<file path="config.mk">
export PLATFORM = sky130hd
export DESIGN_NAME = pfs_regs
export DESIGN_NICKNAME = d
export VERILOG_FILES = /design/src/include/pfs_pkg.sv /design/src/rtl/pfs_delay_pulse.sv /design/src/rtl/pfs_regs.sv
export SDC_FILE = /design/constraint.sdc
export NUM_CORES = 1
export LEC_CHECK = 0
export ABC_CLOCK_PERIOD_IN_PS = 11850
export CAP_MARGIN = 20
export CORE_MARGIN = 2
export CORE_UTILIZATION = 24
export DETAILED_ROUTE_END_ITERATION = 8
export DONT_BUFFER_PORTS = 1
export SLEW_MARGIN = 20
export SYNTH_ARGS = -nofsm -noshare
export SYNTH_HDL_FRONTEND = slang
export SYNTH_HIERARCHICAL = 1
export SYNTH_SLANG_ARGS = --single-unit
</file>
<file path="constraint.sdc">
create_clock -name i_mclk -period 11.85 [get_ports i_mclk]
set_input_delay 2.37 -clock i_mclk [delete_from_list [all_inputs] [get_ports i_mclk]]
set_output_delay 2.37 -clock i_mclk [all_outputs]
set_load 0.03 [all_outputs]
</file>
<file path="src/include/pfs_pkg.sv">
`default_nettype none
package pfs_pkg;
  // ****************************************************************
  // bus and data widths
  // ****************************************************************
  localparam int ADDR_W = 16;
  localparam int DATA_W = 16;
  localparam int ADC_W = 12;
  localparam int NUM_CH = 6;
  localparam int GAP_W = 10;
  localparam int MINBLANK_W = 7;
  localparam int DELAY_W = 10;
  localparam int PERSIST_W = 11;
  localparam int RESUME_W = 13;
  localparam int FILT_SHIFT = 9;
  localparam int FILT_W = ADC_W + FILT_SHIFT;
  localparam int MOTOR_GATE_N = 6;

  // ****************************************************************
  // register offsets
  // ****************************************************************
  localparam logic [ADDR_W-1:0] OFS_PFC_ENABLE = 16'h819C;
  localparam logic [ADDR_W-1:0] OFS_PFC_MIN_PULSE = 16'h81A8;
  localparam logic [ADDR_W-1:0] OFS_BLANK_DC_OFFSET = 16'h81AA;
  localparam logic [ADDR_W-1:0] OFS_BLANK_GAP = 16'h81AC;
  localparam logic [ADDR_W-1:0] OFS_MOTOR_ISCALE = 16'h8246;
  localparam logic [ADDR_W-1:0] OFS_AC_OV_THR = 16'h8270;
  localparam logic [ADDR_W-1:0] OFS_AC_UV_THR = 16'h8272;
  localparam logic [ADDR_W-1:0] OFS_PFC_DUTY = 16'h827C;
  localparam logic [ADDR_W-1:0] OFS_AC_UV_TIME = 16'h82EC;
  localparam logic [ADDR_W-1:0] OFS_AC_OV_TIME = 16'h82EE;
  localparam logic [ADDR_W-1:0] OFS_AC_RESUME = 16'h82F0;
  localparam logic [ADDR_W-1:0] OFS_CH0 = 16'h82F4;
  localparam logic [ADDR_W-1:0] OFS_CH1 = 16'h82F6;
  localparam logic [ADDR_W-1:0] OFS_CH2 = 16'h82F8;
  localparam logic [ADDR_W-1:0] OFS_CH3 = 16'h82FA;
  localparam logic [ADDR_W-1:0] OFS_CH4 = 16'h82FC;
  localparam logic [ADDR_W-1:0] OFS_MIN_BLANK = 16'h832A;
  localparam logic [ADDR_W-1:0] OFS_PFC_GATE_DLY = 16'h832E;
  localparam logic [ADDR_W-1:0] OFS_HALF_REF = 16'h8332;
  localparam logic [ADDR_W-1:0] OFS_CH5 = 16'h8334;
  localparam logic [ADDR_W-1:0] OFS_AC_VSCALE = 16'h834E;
  localparam logic [ADDR_W-1:0] OFS_DC_VSCALE = 16'h8354;
  localparam logic [ADDR_W-1:0] OFS_PFC_ISCALE = 16'h83AE;
  localparam logic [ADDR_W-1:0] OFS_MOTOR_CFG = 16'h8400;
  localparam logic [ADDR_W-1:0] OFS_GATE_SNAP = 16'hF234;

  // ****************************************************************
  // fields and reset values
  // ****************************************************************
  localparam int CFG_LEG_SHUNT_BIT = 0;
  localparam int CFG_COMP_SEL_BIT = 9;
  localparam int SNAP_MOTOR_LSB = 6;
  localparam int SNAP_PFC_BIT = 12;
  localparam logic [DATA_W-1:0] REG_RESET = 16'h0000;
  localparam logic [DATA_W-1:0] DUTY_FULL = 16'hFFFF;
  localparam logic [ADC_W-1:0] HALF_REF_RESET = 12'h800;
  localparam logic [FILT_W-1:0] FILT_ACC_INIT = {HALF_REF_RESET, 9'h000};

  typedef enum logic [1:0] {PFS_IDLE, PFS_RUN, PFS_FAULT, PFS_RESUME} pfs_state_t;
endpackage : pfs_pkg
`default_nettype wire

</file>
<file path="src/rtl/pfs_delay_pulse.sv">
`default_nettype none
// one-shot: o_pulse is high for one cycle, i_delay+2 cycles after i_start
module pfs_delay_pulse
  import pfs_pkg::*;
#(
  parameter int W = DELAY_W
) (
  input wire logic i_mclk,
  input wire logic i_arst_n,
  input wire logic i_start,
  input wire logic [W-1:0] i_delay,
  output logic o_pulse
);
  typedef struct packed {
    logic [W-1:0] cnt;
    logic busy;
    logic pulse;
  } pfs_dly_st_t;

  pfs_dly_st_t st_reg;
  pfs_dly_st_t st_next;

  always_comb begin
    st_next = st_reg;
    st_next.pulse = 1'b0;
    // a new edge restarts the wait, so only the latest edge is sampled
    if (i_start) begin
      st_next.cnt = i_delay;
      st_next.busy = 1'b1;
    end else if (st_reg.busy) begin
      if (st_reg.cnt == '0) begin
        st_next.pulse = 1'b1;
        st_next.busy = 1'b0;
      end else begin
        st_next.cnt = st_reg.cnt - 1'b1;
      end
    end
  end

  always_ff @(posedge i_mclk or negedge i_arst_n) begin
    if (!i_arst_n) begin
      st_reg <= '0;
    end else begin
      st_reg <= st_next;
    end
  end

  assign o_pulse = st_reg.pulse;
endmodule : pfs_delay_pulse
`default_nettype wire

</file>
<file path="src/rtl/pfs_regs.sv">
// Summary of operation
// - one hysteresis gap serves the dc-bus blanking and AC overvoltage comparisons.
// - once blanking sets, it holds for at least min_blanking_time PWM periods.
// - PFC duty equals pfc_duty_command over 65535; full scale is always on.
// - current sampling instants trail the gate edges by pfc_gate_delay plus one clocks.
// - duty commands shorter than pfc_min_pulse_width clocks give no pulse.
// - AC overvoltage declared after sample stays above threshold for persist count.
// - AC undervoltage declared after sample stays below threshold for persist count.
// - PFC resumes only after ac_resume_delay PWM periods of healthy AC.
// - gate snapshot reports motor gates in bits 6..11, PFC gate bit 12.
// - analog channels read as 12-bit unsigned values, upper bits zero.
// - config bit 9 selects raw or compensated converter results.
// - with leg-shunt sensing, channel 5 carries downsampled V-phase current.
// - half-reference filter adds (input minus output) over 512 each sample.
// - the filter state starts at 2048 times 512; the register reads 2048 after reset.
// - half-reference comes from the internal seventh converter channel.
// - PFC PWM stops when AC exceeds half DC bus minus offset minus gap.
// - pfc_master_enable starts PFC PWM at one and stops it at zero.
`default_nettype none
module pfs_regs
  import pfs_pkg::*;
#(
  parameter logic [DATA_W-1:0] PWM_PERIOD = DUTY_FULL
) (
  input wire logic i_mclk,
  input wire logic i_arst_n,
  input wire logic [ADDR_W-1:0] i_addr,
  input wire logic [DATA_W-1:0] i_wdata,
  input wire logic i_wr,
  input wire logic i_rd,
  output logic [DATA_W-1:0] o_rdata,
  input wire logic i_pwm_tick,
  input wire logic [ADC_W-1:0] i_ac_voltage_sample,
  input wire logic i_adc_valid,
  input wire logic [NUM_CH-1:0][ADC_W-1:0] i_adc_raw,
  input wire logic [NUM_CH-1:0][ADC_W-1:0] i_adc_comp,
  input wire logic [ADC_W-1:0] i_vphase_current_ds,
  input wire logic i_internal_reference_valid,
  input wire logic [ADC_W-1:0] i_internal_reference_channel,
  input wire logic [MOTOR_GATE_N-1:0] i_motor_gates,
  output logic o_pfc_switch_gate,
  output logic o_sample_on,
  output logic o_sample_off,
  output logic o_dcbus_blanking_flag,
  output logic o_ac_overvoltage,
  output logic o_ac_undervoltage,
  output logic o_pfc_running
);
  // ****************************************************************
  // state
  // ****************************************************************
  typedef struct packed {
    logic enable;
    logic [DATA_W-1:0] min_pulse, gap, blank_ofs, motor_iscale, ov_thr, uv_thr;
    logic [DATA_W-1:0] duty_cmd, uv_time, ov_time, resume_dly, min_blank, gate_dly;
    logic [DATA_W-1:0] vac_scale, vdc_scale, pfc_iscale, cfg;
    logic [DATA_W-1:0] sh_min_pulse, sh_gap, sh_blank_ofs, sh_ov_thr, sh_uv_thr;
    logic [DATA_W-1:0] sh_duty, sh_uv_time, sh_ov_time, sh_resume, sh_min_blank, sh_gate_dly;
    logic [NUM_CH-1:0][ADC_W-1:0] ch;
    logic [FILT_W-1:0] filt_acc;
    logic [DATA_W-1:0] snap;
    logic [DATA_W-1:0] pwm_cnt;
    logic [DATA_W-1:0] duty_eff;
    logic gate;
    logic [MINBLANK_W:0] blank_cnt;
    logic blank;
    logic [PERSIST_W:0] ov_cnt;
    logic [PERSIST_W:0] uv_cnt;
    logic ov;
    logic uv;
    logic [RESUME_W-1:0] resume_cnt;
    pfs_state_t state;
    logic run;
    logic [DATA_W-1:0] rdata;
  } pfs_st_t;

  pfs_st_t st_reg;
  pfs_st_t st_next;
  logic gate_rise;
  logic gate_fall;
  logic signed [14:0] thr_set;
  logic signed [14:0] thr_clr;
  logic signed [14:0] vac_s;
  logic vac_above_ov;
  logic vac_below_uv;
  logic ov_released;
  logic [NUM_CH-1:0][ADC_W-1:0] ch_sel;

  // ****************************************************************
  // reset value of the whole state
  // ****************************************************************
  function automatic pfs_st_t pfs_reset_state();
    pfs_st_t s;
    s = '0;
    s.filt_acc = FILT_ACC_INIT;
    s.state = PFS_IDLE;
    return s;
  endfunction : pfs_reset_state

  // ****************************************************************
  // next state
  // ****************************************************************
  always_comb begin
    st_next = st_reg;
    // blanking thresholds in signed counts so a large offset cannot wrap
    vac_s = signed'({3'h0, i_ac_voltage_sample});
    thr_set = signed'({4'h0, st_reg.ch[0][ADC_W-1:1]})
      - signed'({5'h00, st_reg.sh_blank_ofs[GAP_W-1:0]})
      - signed'({5'h00, st_reg.sh_gap[GAP_W-1:0]});
    thr_clr = thr_set - signed'({5'h00, st_reg.sh_gap[GAP_W-1:0]});
    vac_above_ov = i_ac_voltage_sample > st_reg.sh_ov_thr[ADC_W-1:0];
    vac_below_uv = i_ac_voltage_sample < st_reg.sh_uv_thr[ADC_W-1:0];
    ov_released = ({2'h0, i_ac_voltage_sample} + {4'h0, st_reg.sh_gap[GAP_W-1:0]})
      < {2'h0, st_reg.sh_ov_thr[ADC_W-1:0]};

    // register writes; read-only offsets are ignored
    if (i_wr) begin
      case (i_addr)
        OFS_PFC_ENABLE: st_next.enable = i_wdata[0];
        OFS_PFC_MIN_PULSE: st_next.min_pulse = i_wdata;
        OFS_BLANK_DC_OFFSET: st_next.blank_ofs = i_wdata;
        OFS_BLANK_GAP: st_next.gap = i_wdata;
        OFS_MOTOR_ISCALE: st_next.motor_iscale = i_wdata;
        OFS_AC_OV_THR: st_next.ov_thr = i_wdata;
        OFS_AC_UV_THR: st_next.uv_thr = i_wdata;
        OFS_PFC_DUTY: st_next.duty_cmd = i_wdata;
        OFS_AC_UV_TIME: st_next.uv_time = i_wdata;
        OFS_AC_OV_TIME: st_next.ov_time = i_wdata;
        OFS_AC_RESUME: st_next.resume_dly = i_wdata;
        OFS_MIN_BLANK: st_next.min_blank = i_wdata;
        OFS_PFC_GATE_DLY: st_next.gate_dly = i_wdata;
        OFS_AC_VSCALE: st_next.vac_scale = i_wdata;
        OFS_DC_VSCALE: st_next.vdc_scale = i_wdata;
        OFS_PFC_ISCALE: st_next.pfc_iscale = i_wdata;
        OFS_MOTOR_CFG: st_next.cfg = i_wdata;
        default: st_next.cfg = st_reg.cfg;
      endcase
    end

    // read data stands in the cycle after the strobe only
    st_next.rdata = REG_RESET;
    if (i_rd) begin
      case (i_addr)
        OFS_PFC_ENABLE: st_next.rdata = {15'h0000, st_reg.enable};
        OFS_PFC_MIN_PULSE: st_next.rdata = st_reg.min_pulse;
        OFS_BLANK_DC_OFFSET: st_next.rdata = st_reg.blank_ofs;
        OFS_BLANK_GAP: st_next.rdata = st_reg.gap;
        OFS_MOTOR_ISCALE: st_next.rdata = st_reg.motor_iscale;
        OFS_AC_OV_THR: st_next.rdata = st_reg.ov_thr;
        OFS_AC_UV_THR: st_next.rdata = st_reg.uv_thr;
        OFS_PFC_DUTY: st_next.rdata = st_reg.duty_cmd;
        OFS_AC_UV_TIME: st_next.rdata = st_reg.uv_time;
        OFS_AC_OV_TIME: st_next.rdata = st_reg.ov_time;
        OFS_AC_RESUME: st_next.rdata = st_reg.resume_dly;
        OFS_CH0: st_next.rdata = {4'h0, st_reg.ch[0]};
        OFS_CH1: st_next.rdata = {4'h0, st_reg.ch[1]};
        OFS_CH2: st_next.rdata = {4'h0, st_reg.ch[2]};
        OFS_CH3: st_next.rdata = {4'h0, st_reg.ch[3]};
        OFS_CH4: st_next.rdata = {4'h0, st_reg.ch[4]};
        OFS_CH5: st_next.rdata = {4'h0, st_reg.ch[5]};
        OFS_MIN_BLANK: st_next.rdata = st_reg.min_blank;
        OFS_PFC_GATE_DLY: st_next.rdata = st_reg.gate_dly;
        OFS_HALF_REF: st_next.rdata = {4'h0, st_reg.filt_acc[FILT_W-1:FILT_SHIFT]};
        OFS_AC_VSCALE: st_next.rdata = st_reg.vac_scale;
        OFS_DC_VSCALE: st_next.rdata = st_reg.vdc_scale;
        OFS_PFC_ISCALE: st_next.rdata = st_reg.pfc_iscale;
        OFS_MOTOR_CFG: st_next.rdata = st_reg.cfg;
        OFS_GATE_SNAP: st_next.rdata = st_reg.snap;
        default: st_next.rdata = REG_RESET;
      endcase
    end

    // parameters move into the working copy only at a motor PWM start
    if (i_pwm_tick) begin
      st_next.sh_min_pulse = st_reg.min_pulse;
      st_next.sh_gap = st_reg.gap;
      st_next.sh_blank_ofs = st_reg.blank_ofs;
      st_next.sh_ov_thr = st_reg.ov_thr;
      st_next.sh_uv_thr = st_reg.uv_thr;
      st_next.sh_duty = st_reg.duty_cmd;
      st_next.sh_uv_time = st_reg.uv_time;
      st_next.sh_ov_time = st_reg.ov_time;
      st_next.sh_resume = st_reg.resume_dly;
      st_next.sh_min_blank = st_reg.min_blank;
      st_next.sh_gate_dly = st_reg.gate_dly;
    end

    // converter results
    for (int i = 0; i < NUM_CH; i++) begin
      ch_sel[i] = st_reg.cfg[CFG_COMP_SEL_BIT] ? i_adc_comp[i] : i_adc_raw[i];
    end
    if (st_reg.cfg[CFG_LEG_SHUNT_BIT]) begin
      ch_sel[NUM_CH-1] = i_vphase_current_ds;
    end
    if (i_adc_valid) begin
      st_next.ch = ch_sel;
    end
    if (i_internal_reference_valid) begin
      st_next.filt_acc = st_reg.filt_acc + {9'h000, i_internal_reference_channel}
        - {9'h000, st_reg.filt_acc[FILT_W-1:FILT_SHIFT]};
    end
    st_next.snap = REG_RESET;
    st_next.snap[SNAP_MOTOR_LSB +: MOTOR_GATE_N] = i_motor_gates;
    st_next.snap[SNAP_PFC_BIT] = st_reg.gate;

    // dc-bus blanking with minimum hold
    if (i_pwm_tick && st_reg.blank_cnt != '0) begin
      st_next.blank_cnt = st_reg.blank_cnt - 1'b1;
    end
    if (vac_s > thr_set) begin
      st_next.blank = 1'b1;
      if (!st_reg.blank) begin
        // one extra tick: a set just before a tick must still hold whole periods
        st_next.blank_cnt = {1'b0, st_reg.sh_min_blank[MINBLANK_W-1:0]} + 1'b1;
      end
    end else if (st_reg.blank && st_reg.blank_cnt == '0 && vac_s < thr_clr) begin
      st_next.blank = 1'b0;
    end

    // AC persistence checks, counted in motor PWM periods
    if (i_pwm_tick) begin
      if (vac_above_ov) begin
        if (st_reg.ov_cnt < {1'b0, st_reg.sh_ov_time[PERSIST_W-1:0]}) begin
          st_next.ov_cnt = st_reg.ov_cnt + 1'b1;
        end else begin
          st_next.ov = 1'b1;
        end
      end else begin
        st_next.ov_cnt = '0;
      end
      if (vac_below_uv) begin
        if (st_reg.uv_cnt < {1'b0, st_reg.sh_uv_time[PERSIST_W-1:0]}) begin
          st_next.uv_cnt = st_reg.uv_cnt + 1'b1;
        end else begin
          st_next.uv = 1'b1;
        end
      end else begin
        st_next.uv_cnt = '0;
        st_next.uv = 1'b0;
      end
      if (ov_released) begin
        st_next.ov = 1'b0;
      end
    end

    // supervision state machine
    case (st_reg.state)
      PFS_IDLE: begin
        if (st_reg.enable) begin
          st_next.state = PFS_RUN;
        end
      end
      PFS_RUN: begin
        if (!st_reg.enable) begin
          st_next.state = PFS_IDLE;
        end else if (st_reg.ov || st_reg.uv) begin
          st_next.state = PFS_FAULT;
        end
      end
      PFS_FAULT: begin
        st_next.resume_cnt = '0;
        if (!st_reg.enable) begin
          st_next.state = PFS_IDLE;
        end else if (!st_reg.ov && !st_reg.uv) begin
          st_next.state = PFS_RESUME;
        end
      end
      PFS_RESUME: begin
        if (!st_reg.enable) begin
          st_next.state = PFS_IDLE;
        end else if (st_reg.ov || st_reg.uv) begin
          st_next.state = PFS_FAULT;
        end else if (st_reg.resume_cnt >= st_reg.sh_resume[RESUME_W-1:0]) begin
          st_next.state = PFS_RUN;
        end else if (i_pwm_tick) begin
          st_next.resume_cnt = st_reg.resume_cnt + 1'b1;
        end
      end
      default: st_next.state = PFS_IDLE;
    endcase
    st_next.run = (st_next.state == PFS_RUN);

    // PFC PWM carrier; the duty is latched once per carrier period
    if (st_reg.pwm_cnt >= PWM_PERIOD - 1'b1) begin
      st_next.pwm_cnt = '0;
    end else begin
      st_next.pwm_cnt = st_reg.pwm_cnt + 1'b1;
    end
    if (st_reg.pwm_cnt == '0) begin
      st_next.duty_eff = (st_reg.sh_duty < st_reg.sh_min_pulse) ? '0 : st_reg.sh_duty;
    end
    st_next.gate = (st_reg.state == PFS_RUN) && !st_reg.blank
      && (st_reg.pwm_cnt < st_reg.duty_eff);
  end

  assign gate_rise = st_next.gate && !st_reg.gate;
  assign gate_fall = !st_next.gate && st_reg.gate;

  always_ff @(posedge i_mclk or negedge i_arst_n) begin
    if (!i_arst_n) begin
      st_reg <= pfs_reset_state();
    end else begin
      st_reg <= st_next;
    end
  end

  // ****************************************************************
  // sampling instants trail each gate edge
  // ****************************************************************
  pfs_delay_pulse #(.W(DELAY_W)) u_sample_on (
    .i_mclk(i_mclk),
    .i_arst_n(i_arst_n),
    .i_start(gate_rise),
    .i_delay(st_reg.sh_gate_dly[DELAY_W-1:0]),
    .o_pulse(o_sample_on)
  );

  pfs_delay_pulse #(.W(DELAY_W)) u_sample_off (
    .i_mclk(i_mclk),
    .i_arst_n(i_arst_n),
    .i_start(gate_fall),
    .i_delay(st_reg.sh_gate_dly[DELAY_W-1:0]),
    .o_pulse(o_sample_off)
  );

  assign o_rdata = st_reg.rdata;
  assign o_pfc_switch_gate = st_reg.gate;
  assign o_dcbus_blanking_flag = st_reg.blank;
  assign o_ac_overvoltage = st_reg.ov;
  assign o_ac_undervoltage = st_reg.uv;
  assign o_pfc_running = st_reg.run;
endmodule : pfs_regs
`default_nettype wire

</file>
==> results.toml <==
[status]
status = "completed"

[sta]
setup_viol = 0
finalHoldViolations = 0
finalSetupTns_ns = 0
timing.hold.ws_ns = 0.486
final_max_slew_viol_count = 0
finalClockSkew_ns = 0.0267
rsz0062_at_grt = "no"
max-slew-margin-rel_pct = 23.3
period_needed_ns = 5.99
max_freq_mhz = 167
period_share_pct = 50.5
worstMarginPinSlew_ns = 1.15

[power]
p_leak_nw = 16.7
switching_share_pct = 30.8
p_per_area_mw_per_mm2 = 153
irDropWorstVdd_mv = 0.146
seq_power_share_pct = 39.5
clkPwrFrac_pct = 37.1
intPower_w = 0.00400
power.switching_w = 0.00178
combPwrFrac_pct = 23.4

[detailed_routing]
drt_wl_total_um = 110000
viasPerCell = 4.93
drc = 0
firstDrtPassIters = 6
wire_per_inst_um = 21.7
drt_iter0_drc = 2603
ant_nets = 0
vias = 24831

[yosys]
synth_fp_nets = 3614
synthCells = 3183
synth_seq_cells = 609
synth.area.top_cells = "dfrtp_1, mux2_2, ha_1"
yosysUniqueCellTypes = 87
synth_area_leader_cell = "dfrtp_1"
synth_area_sq_mm = 0.0336
synth_flop_cell = "dfrtp_1"
async_flop_share_pct = 100
ys_seq_area_share_pct = 45.4
synth-edff-count = 0
ys_warn_count = 6
syn_avg_cell_area_sq_um = 10.5
synth_top_area_share_pct = 45.3

[critical_path]
startpoint = "st_reg[138]$_DFFE_PN0P_"
cpMaxStageDelayCell = "dfrtp_1"
arrival_ns = 6.53
path_cells = "inv_1 > ha_1 > inv_1 > fa_1 > a211oi_1 > o21ai_0 > a21oi_1 > xnor2_1 > ha_1 > a211oi_1 > nand2b_1 > o21a_1 > o22a_1 > xor2_1 > inv_1 > ha_1 > and2_0 > a221oi_1 > a21oi_1 > maj3_1 > or2_0 > a221o_2 > a221o_1"
r2r_cells = 23
rr_endpoint = "st_reg[60]$_DFF_PN0_"
endpoint = "st_reg[60]$_DFF_PN0_"
cp.required_ns = 12.39
setup.worst_path.class = "register to register"
worstPathMaxFanout = 8
r2r-start = "st_reg[138]$_DFFE_PN0P_"
critPathLaunchType = "register"
worst-r2r-setup-slack_ns = 5.86
cp-end-kind = "register"
critical-path-max-stage-delay_ns = 0.45

[floorplanning]
fp.dieH_um = 378
core_region_area_sq_mm = 0.139
initial_core_util_pct = 24.1
fp-row-count = 137
design.die.area_sq_mm = 0.143
chipWidth_um = 378
io_pins = 248

[run]
maxCapViolations = 0

[cts]
clockBufferDepth = 3
htree_levels = 2
cts.sinks = 609
clk_pin_slew_ns = 0.07
cts-buffers-inserted = 60
ctsHoldBuffers = 0
cts_root_buffer = "clkbuf_16"
cts_resized = 0
post_cts_buffers = 0
clk_latency_ns = 0.67
tritoncts = "done"

[global_route]
gr-usage-all-layers_pct = 15.1
grt_pass1_wl_um = 161000
grt-ovfl-total = 0
grt_pass1_vias = 23911
grt_max_degree = 233
antenna_found_initial = 17

[final_layout]
nFillCells = 14744
largest_reg_flops = 564
drive_gt1_share_pct = 16.3
synthToLayoutAreaGrowth_pct = 12.6
fin_nets = 3537

[hold_path]
hp-class = "register to register"

[place]
globalplace.congestion = 0.869
io_buffer_count = 0
dp_hpwl_um = 80400
## power groups by stage
stage                     combinational, W  sequential [W]  clock (W)
after floorplan                    0.00110         0.00226          0
after global routing               0.00156         0.00229    0.00226
after global placement             0.00127         0.00232          0
after detailed placement           0.00135         0.00232          0
after CTS                          0.00136         0.00228    0.00218
final                              0.00135         0.00228    0.00214
## Yosys cell counts, types with 28 or more instances
cell,count
a22o_1,52
a221oi_1,52
nand3_1,72
a21oi_1,142
inv_1,215
ha_1,190
o211ai_1,29
a222oi_1,28
dfrtp_1,608
o21ai_0,168
nand4_1,28
clkbuf_1,138
xor2_1,35
nor3_1,31
nor2_1,183
mux2_2,328
a211oi_1,29
xnor2_1,59
a21o_1,56
mux2i_1,90
nand2_1,243
## critical path: cells and delay by family, from the launching register on
| kind | cells | cell delay [ns] |
|---|---|---|
| fa+ha+maj | 5 | 1.58 |
| xor+xnor | 2 | 0.37 |
| flops | 1 | 0.45 |
| buf+inv | 3 | 0.23 |
| compound gates | 10 | 2.77 |
| simple gates | 3 | 0.48 |
## worst min-delay path by stage
stage,startpoint,endpoint,slack [ns],cells after the start
after floorplan,st_reg[57]$_DFFE_PN0P_,st_reg[57]$_DFFE_PN0P_,0.44,2
after global placement,st_reg[57]$_DFFE_PN0P_,st_reg[57]$_DFFE_PN0P_,0.47,2
after detailed placement,st_reg[57]$_DFFE_PN0P_,st_reg[57]$_DFFE_PN0P_,0.46,2
after CTS,st_reg[57]$_DFFE_PN0P_,st_reg[57]$_DFFE_PN0P_,0.49,2
after global routing,st_reg[57]$_DFFE_PN0P_,st_reg[57]$_DFFE_PN0P_,0.51,2
final,st_reg[57]$_DFFE_PN0P_,st_reg[57]$_DFFE_PN0P_,0.49,2
## cells by family after synthesis
family | count (synthesis) | share of synthesized area, %
AOI/OAI and AO/OA | 722 | 14.9
xor gates and xnor gates | 94 | 2.45
DFF | 609 | 45.4
and+or+nand+nor | 749 | 10.9
adders and majority gates | 208 | 8.10
buffers and inverters | 383 | 4.52
muxes | 418 | 13.7
## area by class of cell
class	count	area, sq um	share of cell area [%]
tap	1876	2350	6.21
multi-input combinational	2191	16900	44.7
clock inverter	37	518	1.37
sequential	609	15200	40.4
antenna	6	15.0	0.0397
timing repair buffer	29	298	0.788
inverter	215	807	2.14
clock buffer	77	1680	4.44
## routing by layer
metal  track usage, %  routed length (um)  vias to the layer above  share of wire [%]
li1                 -                   -                    11368                  -
met1             19.7               46700                    12419                 43
met3             4.92               10500                      179                9.6
met4             4.80                3630                        8                3.3
met5                0                  46                        -              0.042
met2             23.4               48600                      857                 44
## through the flow
step	instances	total power (W)	setup WS (ns)	area, sq um	util [%]
after global placement	4916	0.00359	5.50	35400	25.5
after CTS	5034	0.00582	5.86	37700	27.1
after detailed placement	4920	0.00367	5.36	35600	25.5
after floorplan	3183	0.00336	6.58	33600	-
final	5040	0.00577	5.86	37800	27.1
after global routing	5037	0.00611	5.50	37800	27.1
## layout by cell type, fill, tap and decap left out, drive strengths merged, types with 11 or more instances in the layout
cell type,n
or2,12
a211oi,29
xor2,35
clkinv,16
fa,16
a221oi,52
dfrtp,608
o21a,25
nand2b,24
a41oi,14
a21oi,142
a22oi,17
nand4,28
mux2,328
a31oi,15
a22o,52
nor3,35
and3,24
buf,29
ha,190
o211ai,29
a222oi,28
inv,222
o21ai,173
xnor2,59
mux2i,90
a21o,56
nand3,72
nor4,30
nor2,187
nand2,243
o2111ai,11
and2,13
nor2b,26
clkbuf,77
(Power assumes the default switching activity.)
